===== config.mk =====
export PLATFORM = sky130hd
export DESIGN_NAME = ssq_sequencer
export DESIGN_NICKNAME = d
export VERILOG_FILES = /design/src/hdl/ssq_pkg.sv /design/src/hdl/ssq_sine_rom.sv /design/src/hdl/ssq_sequencer.sv
export SDC_FILE = /design/constraint.sdc
export NUM_CORES = 1
export LEC_CHECK = 0
export ABC_AREA = 1
export CORE_ASPECT_RATIO = 1.1
export CORE_MARGIN = 10
export CORE_UTILIZATION = 45
export DETAILED_ROUTE_END_ITERATION = 6
export DONT_BUFFER_PORTS = 1
export PLACE_DENSITY = 0.59
export SLEW_MARGIN = 20
export SYNTH_ARGS = -nofsm -noshare
export SYNTH_HDL_FRONTEND = slang
export SYNTH_SLANG_ARGS = --single-unit

===== constraint.sdc =====
create_clock -name mclk -period 8.6 [get_ports mclk]
set_clock_uncertainty 0.15 [all_clocks]
set_input_delay 0.43 -clock mclk [delete_from_list [all_inputs] [get_ports mclk]]
set_output_delay 0.43 -clock mclk [all_outputs]
set_load 0.005 [all_outputs]

===== src/hdl/ssq_pkg.sv =====
// Shared constants for the step/direction microstep sequencer
package ssq_pkg;
  // Clock figures
  localparam int CLK_HZ = 20_000_000;
  localparam int CLK_PERIOD_NS = 50;
  // Table geometry: one electrical period, four full steps
  localparam int TBL_ENTRIES = 1024;
  localparam int POS_W = 10;
  localparam int HALF_ENTRIES = 512;
  localparam int MAG_W = 8;
  localparam int CUR_W = 9;
  localparam logic [9:0] QUARTER_OFS = 10'h100;
  localparam logic [9:0] POS_RST = 10'h000;
  // Resolution codes: width is 1 << code
  localparam int RES_W = 4;
  localparam logic [3:0] RES_FINEST = 4'h0;
  localparam logic [3:0] RES_QUARTER = 4'h6;
  localparam logic [3:0] RES_HALF = 4'h7;
  localparam logic [3:0] RES_FULL = 4'h8;
  localparam logic [9:0] HALF_FIRST = 10'h040;
  localparam logic [9:0] QUARTER_FIRST = 10'h020;
  localparam logic [7:0] FULL_LOW = 8'h80;
  // Step period limit before standstill, in system clocks
  localparam int PER_W = 21;
  localparam int STST_PERIOD_CLKS = 2 ** 20;
  localparam logic [20:0] PER_ONE = 21'h000001;
  localparam logic [20:0] PER_ZERO = 21'h000000;
  localparam logic [8:0] REM_ZERO = 9'h000;
endpackage : ssq_pkg


===== src/hdl/ssq_sine_rom.sv =====
// Sine magnitude table with registered sine and cosine outputs
`timescale 1ns/1ns
`default_nettype none
module ssq_sine_rom
  import ssq_pkg::*;
(
  input wire logic mclk,
  input wire logic [ssq_pkg::POS_W-1:0] idx_a,
  input wire logic [ssq_pkg::POS_W-1:0] idx_b,
  output logic signed [ssq_pkg::CUR_W-1:0] cur_a,
  output logic signed [ssq_pkg::CUR_W-1:0] cur_b
);
  logic [MAG_W-1:0] mag [HALF_ENTRIES];
  logic [MAG_W-1:0] mag_a;
  logic [MAG_W-1:0] mag_b;

  // Half wave from a rational approximation; sign comes from the top bit
  for (genvar i = 0; i < HALF_ENTRIES; i++) begin : g_mag
    localparam int PR = i * (HALF_ENTRIES - i);
    localparam int DEN = (5 * HALF_ENTRIES * HALF_ENTRIES) / 4 - PR;
    assign mag[i] = MAG_W'((255 * 4 * PR) / DEN);
  end

  assign mag_a = mag[idx_a[POS_W-2:0]];
  assign mag_b = mag[idx_b[POS_W-2:0]];

  // One register stage so the caller sees clean flop outputs
  always_ff @(posedge mclk) begin
    cur_a <= idx_a[POS_W-1] ? -$signed({1'b0, mag_a}) : $signed({1'b0, mag_a});
    cur_b <= idx_b[POS_W-1] ? -$signed({1'b0, mag_b}) : $signed({1'b0, mag_b});
  end
endmodule : ssq_sine_rom
`default_nettype wire


===== src/hdl/ssq_sequencer.sv =====
// Step/direction microstep sequencer with interpolation and standstill
`timescale 1ns/1ns
`default_nettype none
// How it works
// - Rising step edges and resolution changes move the counter
// - Step and direction synchronised before use
// - 1024 entry sine table indexed by counter
// - Direction low adds width, high subtracts
// - Width doubles per coarser resolution, max 256
// - Coarser resolution snaps to nearest valid
// - Full step positions 128, 384, 640, 896
// - Half step starts 64, spacing 128
// - Quarter step starts 32, spacing 64
// - Interpolate microsteps of one table entry
// - Split previous period into equal parts
// - Interpolation period limited to 2^20 clocks
// - Slow step rate declares standstill
// - Standstill starts reduction if pin allows
// - Next step edge clears standstill
// - New step drops unissued microsteps
// - Ten bit counter wraps both ways
module ssq_sequencer
  import ssq_pkg::*;
#(
  parameter int STST_CYCLES = ssq_pkg::STST_PERIOD_CLKS
) (
  input wire logic mclk,
  input wire logic sys_rst,
  input wire logic step_in,
  input wire logic dir_in,
  input wire logic [ssq_pkg::RES_W-1:0] res_sel,
  input wire logic power_down_select_pin,
  output logic [ssq_pkg::POS_W-1:0] microstep_position_count,
  output logic signed [ssq_pkg::CUR_W-1:0] coil_a_cur,
  output logic signed [ssq_pkg::CUR_W-1:0] coil_b_cur,
  output logic standstill,
  output logic standby_reduce
);
  localparam logic [PER_W-1:0] PER_MAX = PER_W'(STST_CYCLES);
  // Largest microstep backlog, one full step of single entries
  localparam logic [8:0] REM_MAX = 9'h100;

  // Synchroniser stages; first stage feeds only the second
  logic step_s1_r, step_s2_r, step_s3_r;
  logic dir_s1_r, dir_s2_r;
  logic pdn_s1_r, pdn_s2_r;
  logic [RES_W-1:0] res_s1_r, res_s2_r;
  // Extra stage and held code: a multi-bit pin word may arrive skewed
  logic [RES_W-1:0] res_s3_r, res_hold_r;

  logic [RES_W-1:0] res_r;
  logic [POS_W-1:0] tgt_r, tgt_nxt;
  logic [POS_W-1:0] pos_r, pos_nxt;
  logic [PER_W-1:0] per_cnt_r, per_cnt_nxt;
  logic [PER_W-1:0] period_r, period_nxt;
  logic [PER_W-1:0] ival_cnt_r, ival_cnt_nxt;
  logic [8:0] rem_r, rem_nxt;
  logic dir_run_r, dir_run_nxt;
  logic stst_r, stst_nxt;
  logic standby_r;
  logic signed [CUR_W-1:0] rom_a, rom_b;

  // Input synchronisers, two flops before any logic
  always_ff @(posedge mclk) begin
    if (sys_rst) begin
      step_s1_r <= 1'b0;
      step_s2_r <= 1'b0;
      step_s3_r <= 1'b0;
      dir_s1_r <= 1'b0;
      dir_s2_r <= 1'b0;
      pdn_s1_r <= 1'b0;
      pdn_s2_r <= 1'b0;
      res_s1_r <= RES_FINEST;
      res_s2_r <= RES_FINEST;
      res_s3_r <= RES_FINEST;
      res_hold_r <= RES_FINEST;
    end else begin
      step_s1_r <= step_in;
      step_s2_r <= step_s1_r;
      step_s3_r <= step_s2_r;
      dir_s1_r <= dir_in;
      dir_s2_r <= dir_s1_r;
      pdn_s1_r <= power_down_select_pin;
      pdn_s2_r <= pdn_s1_r;
      res_s1_r <= res_sel;
      res_s2_r <= res_s1_r;
      res_s3_r <= res_s2_r;
      // Take the code only once two samples agree, so no torn word
      if (res_s2_r == res_s3_r) begin
        res_hold_r <= res_s2_r;
      end
    end
  end

  // Edge detect on the synchronised step only
  wire step_rise = step_s2_r & ~step_s3_r;
  // Codes beyond full step clamp to full step
  wire [RES_W-1:0] res_new = (res_hold_r > RES_FULL) ? RES_FULL : res_hold_r;
  wire res_up = res_new > res_r;
  wire res_chg = res_new != res_r;

  // Step width and the half-width offset of valid positions
  wire [POS_W-1:0] width_new = POS_W'(11'h001 << res_new);
  wire [POS_W-1:0] half_new = width_new >> 1;
  wire [POS_W-1:0] mask_new = ~(width_new - 10'h001);
  // Blocks of one width are centred on valid positions, so masking
  // the low bits and adding the offset gives the nearest one
  wire [POS_W-1:0] snap_pos = (tgt_r & mask_new) + half_new;
  wire [POS_W-1:0] tgt_base = res_up ? snap_pos : tgt_r;
  // Counter wraps naturally in ten bits
  wire [POS_W-1:0] tgt_step = dir_s2_r ? tgt_base - width_new
                                       : tgt_base + width_new;

  // Microstep interval: measured period split into width parts
  wire [PER_W-1:0] ival_len = period_r >> res_r;
  wire [PER_W-1:0] ival_last = (ival_len == PER_ZERO) ? PER_ZERO
                                                     : ival_len - PER_ONE;
  wire ival_tick = (rem_r != REM_ZERO) && (ival_cnt_r >= ival_last);
  wire per_full = per_cnt_r >= PER_MAX;

  // Target, interpolation and period measurement
  always_comb begin
    tgt_nxt = tgt_base;
    pos_nxt = pos_r;
    rem_nxt = rem_r;
    dir_run_nxt = dir_run_r;
    ival_cnt_nxt = ival_cnt_r;
    per_cnt_nxt = per_full ? per_cnt_r : per_cnt_r + PER_ONE;
    period_nxt = period_r;
    stst_nxt = stst_r;
    if (res_chg) begin
      // Coarser: jump to snapped spot; finer: jump to current target
      pos_nxt = tgt_base;
      rem_nxt = REM_ZERO;
      ival_cnt_nxt = PER_ZERO;
    end
    if (per_full) begin
      stst_nxt = 1'b1;
      period_nxt = PER_MAX;
    end
    if (step_rise) begin
      tgt_nxt = tgt_step;
      // Unissued microsteps of the old step are dropped
      pos_nxt = tgt_base;
      dir_run_nxt = dir_s2_r;
      ival_cnt_nxt = PER_ZERO;
      per_cnt_nxt = PER_ONE;
      stst_nxt = 1'b0;
      period_nxt = stst_r ? PER_MAX : per_cnt_r;
      if (res_new == RES_FINEST) begin
        pos_nxt = tgt_step;
        rem_nxt = REM_ZERO;
      end else begin
        rem_nxt = 9'(width_new);
      end
    end else if (ival_tick && !res_chg) begin
      pos_nxt = dir_run_r ? pos_r - 10'h001 : pos_r + 10'h001;
      rem_nxt = rem_r - 9'h001;
      ival_cnt_nxt = PER_ZERO;
    end else if (rem_r != REM_ZERO && !res_chg) begin
      ival_cnt_nxt = ival_cnt_r + PER_ONE;
    end
  end

  // State registers
  always_ff @(posedge mclk) begin
    if (sys_rst) begin
      res_r <= RES_FINEST;
      tgt_r <= POS_RST;
      pos_r <= POS_RST;
      rem_r <= REM_ZERO;
      dir_run_r <= 1'b0;
      ival_cnt_r <= PER_ZERO;
      per_cnt_r <= PER_ZERO;
      period_r <= PER_MAX;
      stst_r <= 1'b1;
    end else begin
      res_r <= res_new;
      tgt_r <= tgt_nxt;
      pos_r <= pos_nxt;
      rem_r <= rem_nxt;
      dir_run_r <= dir_run_nxt;
      ival_cnt_r <= ival_cnt_nxt;
      per_cnt_r <= per_cnt_nxt;
      period_r <= period_nxt;
      stst_r <= stst_nxt;
    end
  end

  // Reduction only when the pin selects it
  always_ff @(posedge mclk) begin
    if (sys_rst) begin
      standby_r <= 1'b0;
    end else begin
      standby_r <= stst_nxt & pdn_s2_r;
    end
  end

  // Cosine is the same table a quarter period ahead
  ssq_sine_rom u_rom (
    .mclk(mclk),
    .idx_a(pos_r),
    .idx_b(pos_r + QUARTER_OFS),
    .cur_a(rom_a),
    .cur_b(rom_b)
  );

  // Output flops; currents lag the counter by two cycles
  always_ff @(posedge mclk) begin
    if (sys_rst) begin
      coil_a_cur <= '0;
      coil_b_cur <= '0;
    end else begin
      coil_a_cur <= rom_a;
      coil_b_cur <= rom_b;
    end
  end

  assign microstep_position_count = pos_r;
  assign standstill = stst_r;
  assign standby_reduce = standby_r;

  // Checks on the sequencer
  sync_depth_a: assert property (@(posedge mclk) disable iff (sys_rst)
    step_rise |-> $past(step_in, 2) && !$past(step_in, 3))
    else $error("step edge not two flops behind pin");

  tgt_cause_a: assert property (@(posedge mclk) disable iff (sys_rst)
    (tgt_r != $past(tgt_r)) |-> $past(step_rise) || $past(res_up))
    else $error("target moved without a rising step");

  step_up_a: assert property (@(posedge mclk) disable iff (sys_rst)
    step_rise && !dir_s2_r && !res_chg |=>
      tgt_r == $past(tgt_r) + $past(width_new))
    else $error("forward step did not add width");

  step_dn_a: assert property (@(posedge mclk) disable iff (sys_rst)
    step_rise && dir_s2_r && !res_chg |=>
      tgt_r == $past(tgt_r) - $past(width_new))
    else $error("reverse step did not subtract width");

  snap_valid_a: assert property (@(posedge mclk) disable iff (sys_rst)
    res_up && !step_rise |=>
      ((tgt_r & ~mask_new) == half_new) && pos_r == tgt_r)
    else $error("coarser resolution not snapped");

  full_valid_a: assert property (@(posedge mclk) disable iff (sys_rst)
    res_r == RES_FULL && $past(res_r) == RES_FULL |-> tgt_r[7:0] == FULL_LOW)
    else $error("full step position invalid");

  half_first_a: assert property (@(posedge mclk) disable iff (sys_rst)
    res_up && res_new == RES_HALF && !step_rise |=>
      (tgt_r & 10'h07f) == HALF_FIRST)
    else $error("half step position invalid");

  quarter_first_a: assert property (@(posedge mclk) disable iff (sys_rst)
    res_up && res_new == RES_QUARTER && !step_rise |=>
      (tgt_r & 10'h03f) == QUARTER_FIRST)
    else $error("quarter step position invalid");

  drop_rest_a: assert property (@(posedge mclk) disable iff (sys_rst)
    step_rise && !res_chg && res_r != RES_FINEST |=>
      pos_r == $past(tgt_r) && rem_r == 9'($past(width_new)))
    else $error("new step did not restart from target");

  stst_set_a: assert property (@(posedge mclk) disable iff (sys_rst)
    per_full && !step_rise |=> stst_r && period_r == PER_MAX)
    else $error("standstill not declared at period limit");

  stst_clr_a: assert property (@(posedge mclk) disable iff (sys_rst)
    step_rise |=> !stst_r)
    else $error("standstill not cleared by step");

  standby_a: assert property (@(posedge mclk) disable iff (sys_rst)
    standby_r |-> stst_r && $past(pdn_s2_r))
    else $error("reduction without standstill or pin");

  micro_len_a: assert property (@(posedge mclk) disable iff (sys_rst)
    (pos_r != $past(pos_r)) && !$past(step_rise) && !$past(res_chg) |->
      (pos_r - $past(pos_r) == 10'h001) || ($past(pos_r) - pos_r == 10'h001))
    else $error("interpolated move not one entry");

  reset_state_a: assert property (@(posedge mclk)
    sys_rst |=> stst_r && pos_r == POS_RST && period_r == PER_MAX)
    else $error("reset state wrong");

  fine_direct_a: assert property (@(posedge mclk) disable iff (sys_rst)
    step_rise && res_new == RES_FINEST |=> pos_r == tgt_r && rem_r == REM_ZERO)
    else $error("finest step did not move directly");

  dir_latch_a: assert property (@(posedge mclk) disable iff (sys_rst)
    step_rise |=> dir_run_r == $past(dir_s2_r))
    else $error("run direction not taken at step");

  rem_bound_a: assert property (@(posedge mclk) disable iff (sys_rst)
    rem_r <= REM_MAX)
    else $error("microstep backlog above one full step");

  ival_bound_a: assert property (@(posedge mclk) disable iff (sys_rst)
    rem_r != REM_ZERO |-> ival_cnt_r <= ival_last)
    else $error("microstep interval overran");

  per_bound_a: assert property (@(posedge mclk) disable iff (sys_rst)
    per_cnt_r <= PER_MAX && period_r <= PER_MAX)
    else $error("period above limit");

  standby_on_a: assert property (@(posedge mclk) disable iff (sys_rst)
    stst_r && $past(pdn_s2_r) |-> standby_r)
    else $error("reduction missing in standstill");

  res_take_a: assert property (@(posedge mclk) disable iff (sys_rst)
    res_hold_r != $past(res_hold_r) |-> $past(res_s2_r == res_s3_r))
    else $error("resolution taken from unsettled code");

  coil_pos_a: assert property (@(posedge mclk) disable iff (sys_rst)
    !$past(pos_r[POS_W-1], 2) |-> coil_a_cur >= 9'sh000)
    else $error("coil a negative in first half");

  coil_neg_a: assert property (@(posedge mclk) disable iff (sys_rst)
    $past(pos_r[POS_W-1], 2) |-> coil_a_cur <= 9'sh000)
    else $error("coil a positive in second half");

  width_pow_a: assert property (@(posedge mclk) disable iff (sys_rst)
    (width_new & (width_new - 10'h001)) == 10'h000 && width_new <= 10'h100)
    else $error("step width not a power of two");
endmodule : ssq_sequencer
`default_nettype wire


# After elaboration in Yosys (flattened, before gate mapping)

Memories as Yosys holds them, arrays and structs flattened.
Cells that the tools add are included.

Add/sub/neg operators: 13
Magnitude comparators: 6
Equality and inequality tests: 3
Shift-type cells: 2
Mux-type cells: 29
Bitwise gates (word level): 7
Reductions and logical operators: 12

Operators with widths:

| cell                    | count |
|---|---|
| $mux W21                | 6 |
| $mux W10                | 8 |
| $mux W8                 | 6 |
| $add A21 B1 Y21 const B | 2 |
| $mux W9                 | 4 |
| $ge A21 B21 Y1          | 1 |
| $ge A21 B21 Y1 const B  | 1 |
| $logic_not A21 Y1       | 1 |
| $shr A21 B4 Y21         | 1 |
| $sub A21 B1 Y21 const B | 1 |
| $ge A10 B10 Y1 const B  | 2 |
| $not A9 Y10             | 2 |
| $sub A10 B1 Y10 const B | 2 |
| $neg A8 Y9              | 2 |
| $add A10 B1 Y10 const B | 1 |
| $add A10 B10 Y10        | 1 |
| $add A10 B9 Y10         | 1 |
| $add A10 B9 Y10 const B | 1 |
| $and A10 B10 Y10        | 1 |
| $not A10 Y10            | 1 |
| $shl A1 B4 Y10 const A  | 1 |
| $sub A10 B10 Y10        | 1 |
| $reduce_bool A9 Y1      | 1 |
| $sub A9 B1 Y9 const B   | 1 |
| other kinds (16)        | 23 |

Register bits after elaboration: 158
ROM bits: 8192
Logic and storage cells: 102
Memories: 2

Memories:

| memory           | depth | width | rd ports | clocked after Yosys merged registers in | wr ports | RTL line           | RTL |
|---|---|---|---|---|---|---|---|
| (name not given) | 512   | 8     | 1        | 0                                       | 0        | ssq_sine_rom.sv:25 | `assign mag_b = mag[idx_b[POS_W-2:0]];` |
| (name not given) | 512   | 8     | 1        | 0                                       | 0        | ssq_sine_rom.sv:24 | `assign mag_a = mag[idx_a[POS_W-2:0]];` |

# Logic depth before layout (Yosys ltp)

Depth in word-level cells: 12
Gate-level depth with buffers: 32

# Modules after synthesis

A second synthesis with hierarchy kept.

Cells, all modules: 2790
Area, all modules: 15823.9 µm²

Modules (own cells, without submodules):

| module        | instances | cells each | area each (µm²) | sequential area each (µm²) |
|---|---|---|---|---|
| ssq_sequencer | 1         | 1483       | 9564.2          | 2802.7 |
| ssq_sine_rom  | 1         | 1307       | 6259.8          | 360.3 |

# Worst setup path before layout

OpenSTA, ideal clock, no wires.

Kind: register to register
Start: register res_hold_r[3]
End: register pos_r[6], in the netlist microstep_position_count[6]
Setup time: 0.117 ns
Arrival: 3.820 ns
Path slack: 4.513 ns
Cell stages (with the launch flop): 24
Path buffers: 1
Cells stage by stage: dfxtp_1 clkbuf_1 nor2_1 inv_1 nor2_2 inv_1 ha_1 xor2_1 nor2_1 ha_1 o21ai_0 xor2_1 nand2_1 o21ai_0 inv_1 ha_1 nand2_1 o21ai_0 a21oi_1 o21ai_0 xor2_1 o21ai_0 nor2_1 nor2_1

Longest elaborated chain between the ends: 12
Elaborated cells on any way between the ends: 21
Those cells by class: 4 x add/sub; 2 x order compare; 1 x eq/ne; 1 x shift; 7 x mux; 2 x bitwise; 4 x reduce/logical

Ends and longest elaborated chain:

| item                                                        | RTL line                                   | RTL |
|---|---|---|
| from (decl)                                                 | ssq_sequencer.sv:49                        | `logic [RES_W-1:0] res_s3_r, res_hold_r;` |
| from (signal assigned)                                      | ssq_sequencer.sv:90                        | `res_hold_r <= res_s2_r;` |
| $gt A4 B4 Y1                                                | ssq_sequencer.sv:98                        | `wire [RES_W-1:0] res_new = (res_hold_r > RES_FULL) ? RES_FULL : res_hold_r;` |
| $mux W4 *                                                   | ssq_sequencer.sv:98                        |  |
| $shl A1 B4 Y10                                              | ssq_sequencer.sv:103                       | `wire [POS_W-1:0] width_new = POS_W'(11'h001 << res_new);` |
| $sub A10 B1 Y10                                             | ssq_sequencer.sv:105                       | `wire [POS_W-1:0] mask_new = ~(width_new - 10'h001);` |
| $not A10 Y10                                                | ssq_sequencer.sv:105                       |  |
| $and A10 B10 Y10                                            | ssq_sequencer.sv:108                       | `wire [POS_W-1:0] snap_pos = (tgt_r & mask_new) + half_new;` |
| $add A10 B9 Y10                                             | ssq_sequencer.sv:108                       |  |
| $mux W10                                                    | ssq_sequencer.sv:109                       | `wire [POS_W-1:0] tgt_base = res_up ? snap_pos : tgt_r;` |
| $add A10 B10 Y10 / $sub A10 B10 Y10 (equally long branches) | ssq_sequencer.sv:112, ssq_sequencer.sv:111 |  |
| $mux W10                                                    | ssq_sequencer.sv:111                       | `wire [POS_W-1:0] tgt_step = dir_s2_r ? tgt_base - width_new` |
| $mux W10                                                    | ssq_sequencer.sv:150                       | `if (res_new == RES_FINEST) begin` |
| $mux W10                                                    | ssq_sequencer.sv:141                       | `if (step_rise) begin` |
| to (signal assigned)                                        | ssq_sequencer.sv:180                       | `pos_r <= pos_nxt;` |
| to (decl)                                                   | ssq_sequencer.sv:53                        | `logic [POS_W-1:0] pos_r, pos_nxt;` |

Mark *: on every way between the ends. The rest lies on a longest branch, timed or not. The select of a mux whose other input is x is not followed.
A chain may end at the register's enable or synchronous reset.

# Final worst setup path

Start: register res_r[2]
End: register pos_r[5], in the netlist microstep_position_count[5]

Longest elaborated chain between the ends: 8
Elaborated cells on any way between the ends: 19
Those cells by class: 3 x add/sub; 2 x order compare; 1 x eq/ne; 1 x shift; 7 x mux; 5 x reduce/logical

Ends and longest elaborated chain:

| item                                                        | RTL line                                   | RTL |
|---|---|---|
| from (decl)                                                 | ssq_sequencer.sv:51                        | `logic [RES_W-1:0] res_r;` |
| from (signal assigned)                                      | ssq_sequencer.sv:178                       | `res_r <= res_new;` |
| $shr A21 B4 Y21                                             | ssq_sequencer.sv:115                       | `wire [PER_W-1:0] ival_len = period_r >> res_r;` |
| $sub A21 B1 Y21 / $logic_not A21 Y1 (equally long branches) | ssq_sequencer.sv:117, ssq_sequencer.sv:116 |  |
| $mux W21                                                    | ssq_sequencer.sv:116                       | `wire [PER_W-1:0] ival_last = (ival_len == PER_ZERO) ? PER_ZERO` |
| $ge A21 B21 Y1                                              | ssq_sequencer.sv:118                       | `wire ival_tick = (rem_r != REM_ZERO) && (ival_cnt_r >= ival_last);` |
| $logic_and A1 B1 Y1                                         | ssq_sequencer.sv:118                       |  |
| $logic_and A1 B1 Y1                                         | ssq_sequencer.sv:156                       | `end else if (ival_tick && !res_chg) begin` |
| $mux W10                                                    | ssq_sequencer.sv:156                       |  |
| $mux W10                                                    | ssq_sequencer.sv:141                       |  |

Parallel ways exist; a longest one is shown, timed or not. The select of a mux whose other input is x is not followed.

==> impl_metrics.toml <==
[status]
status = "complete, no violations"

[floorplan]
die_w_um = 181.6
dieArea_um2 = 35900
initial_core_util = 0.4540
core_um2 = 28460
die_h_um = 197.7
num_rows = 65
io_pins = 39

[place]
numPortBuffers = 0
gp_congestion = 0.9381
hpwlAfterDp_um = 29650

[synth]
yosys_warnings = 0
ys_seq_area_frac = 0.2448
netlist_area_um2 = 12920
synthCells = 2131
synthFlopType = "dfxtp_1"
yosys.area_share.adder = 0.07630
synth_seq_cells = 158
syn_area_per_cell_um2 = 6.064
yosys.area_share.simple = 0.3895
synth_top_family_by_area = "simple AND/OR/NAND/NOR gates"
synthMuxAreaShare = 0.001549
synth_edf_count = 0
synth_compound_gate_area_share = 0.1360
synthDistinctLibCells = 55
syn_nets = 2217
synth_xor_area_frac = 0.03321
async_flop_share = 0

[clock_tree]
cts_hold_buffers = 8
cts-root-buf = "clkbuf_16"
cts_sinks = 158
ctsHtreeMaxLevel = 4
cts.reportedPaths.clkPinSlew_ns = 0.07
cts_buffers = 17
postCtsSetupBuffers = 0
clk_latency_ns = 0.44
cts_tree = "yes"
clockBufferDepth = 2
cts_resized = 0

[setup_path]
startpoint_type = "flip-flop"
end_kind = "flip-flop"
crit_buf_inv = 5
arrival_ns = 5.66
crit_slowest_cell = "dfxtp_1"
crit_family = "simple AND/OR/NAND/NOR gates"
critPathMaxStageDelay_ns = 0.73
path_common_cell = "nand2_1"
critPathLaunch = "res_r[2]"
worst-setup-path-type = "reg2reg"
timing.rr.start = "res_r[2]"
required_ns = 8.84
cp_max_fo = 22

[pwr]
p_seq_frac = 0.243
switchingPower_mw = 1.912
p_per_area_nw_per_um2 = 279.1
power_mw = 3.818
swShare = 0.5007
pwr-share-comb = 0.564
p_int_mw = 1.906
ir_worst_vdd_uv = 203.0
power.leakage_nw = 6.536
pwr-share-clk = 0.193

[sta]
worst_pin_slew_ns = 1.003
rsz0062_at_grt = "false"
slew_violations = 0
relSlewSlack = 0.3304
hold_violations = 0
fin_tns_setup_ns = 0
min_period_over_period = 0.6293
fin_crit_ns = 5.412
max_freq_mhz = 184.8
setup_viol = 0

[cells_and_area]
layout-drive-gt1-share = 0.06140
layout_commonest_cell = "nand2_1"
layout.nets = 2174
diodes = 0
synthToLayoutAreaGrowth_pct = 5.858
layout_common_cells = "596 x nand2_1, 273 x inv_1, 223 x nor2_1"

[hold_path]
hp-start = "sys_rst"
hp-class = "in2reg"

[global_routing]
grt-ovfl-total = 0
grt_pass1_wl_um = 63950
grt.total_usage = 0.2152
antenna_found_initial = 0
grt_max_degree = 68
grt_pass1_vias = 12511

[route]
drt-initial-drc-count = 1241
viasPerCell = 5.367
ant_nets = 0
drt_pass1_iterations = 5
num_vias = 13252
wirelength_um = 39110
drc_errors = 0
wire_per_inst_um = 15.84

[run]
maxCapViolCount = 0
## Yosys cell counts, types with 16 or more instances
cell type / instances / area share
clkbuf_1: 34 / 0.0099
nor2_1: 224 / 0.065
inv_1: 273 / 0.079
nand4_1: 25 / 0.012
dfxtp_1: 158 / 0.24
nor3_1: 35 / 0.014
nand3_1: 209 / 0.081
o21ai_0: 107 / 0.041
o22ai_1: 27 / 0.013
nand3_2: 16 / 0.012
ha_1: 74 / 0.072
nor2_2: 16 / 0.0077
o21ai_1: 24 / 0.0093
buf_2: 19 / 0.0074
nand2_1: 596 / 0.17
xor2_1: 38 / 0.026
a21oi_1: 104 / 0.040
## final cells by class
class                      instances  area [um2]
clock buffer                      17       425.4
clock inverter                    15       146.4
fill                            3065       14790
inverter                         289        1085
multi-input combinational       1605        8233
sequential                       158        3164
tap                              368       460.4
timing repair buffer              17       165.2
## kinds of logic after synthesis
family                     Yosys count
other                                1
and+or+nand+nor                   1160
muxes                                2
buffers and inverters              368
adders and majority gates           77
AOI/OAI and AO/OA                  316
DFF                                158
xor gates and xnor gates            49
## worst register-to-register path, stage by stage (launching register included)
cell and delay [ns]:
dfxtp_1 0.73, inv_1 0.52, o211ai_1 0.23, o21ai_0 0.12, nand2_1 0.09, nand2_1 0.16, inv_1 0.13, ha_1 0.27
inv_1 0.14, nor2_4 0.19, inv_2 0.09, nor2_1 0.19, nand2_1 0.07, nand2_1 0.08, nand3_2 0.08, ha_1 0.36
nand2_1 0.07, nor2_1 0.16, nand2_1 0.09, nor2_1 0.10, o21ai_0 0.08, nand4_1 0.21, nand2_4 0.14, nor2_2 0.52
o21ai_0 0.19, nand3b_1 0.13, nand2_1 0.05, inv_1 0.05
## final timing paths
check                                                    to  slack [ns]  depth (start not counted)
worst max-delay path            microstep_position_count[5]        3.19                         27
worst min-delay path                         ival_cnt_r[19]        0.02                          3
worst max register to register  microstep_position_count[5]        3.19                         27
worst min register to register                     pdn_s2_r        0.25                          2
## power by group through the flow
stage / clock network, mW / registers, mW / logic [mW]
final: 0.738 / 0.926 / 2.15
after global routing: 0.782 / 0.940 / 2.44
after CTS: 0.753 / 0.929 / 2.13
after detailed placement: 0 / 0.945 / 2.10
after global placement: 0 / 0.944 / 2.12
after floorplan: 0 / 0.908 / 1.65
## flip-flops by register name (all words and copies together) (netlist names), 9 cells and up
register                  flops
coil_a_cur                    9
coil_b_cur                    9
ival_cnt_r                   21
microstep_position_count     10
per_cnt_r                    21
period_r                     21
rem_r                         9
tgt_r                        10
u_rom.cur_a                   9
u_rom.cur_b                   9
## per-stage QoR
step | cells | util | worst slack (ns) | hold slack, ns | instance area, um2
floorplan | 2131 | - | 4.513 | 0.2383 | 12920
CTS | 2469 | 0.4805 | 2.999 | 0.003467 | 13680
finish | 2469 | 0.4806 | 3.188 | 0.02330 | 13680
detailed placement | 2429 | 0.4570 | 3.012 | 0.2440 | 13010
global route | 2469 | 0.4806 | 2.605 | 0.01871 | 13680
global placement | 2429 | 0.4570 | 3.044 | 0.2402 | 13010
## metal layers
| metal | share of wire | GRT usage | vias to the layer above |
|---|---|---|---|
| met3 | 0.048 | 0.03176 | 76 |
| met4 | 0.025 | 0.07416 | 0 |
| met5 | 0 | 0 | - |
| li1 | - | - | 6789 |
| met1 | 0.46 | 0.2767 | 6024 |
| met2 | 0.47 | 0.3595 | 363 |
Power figures use the tool's default switching activity.
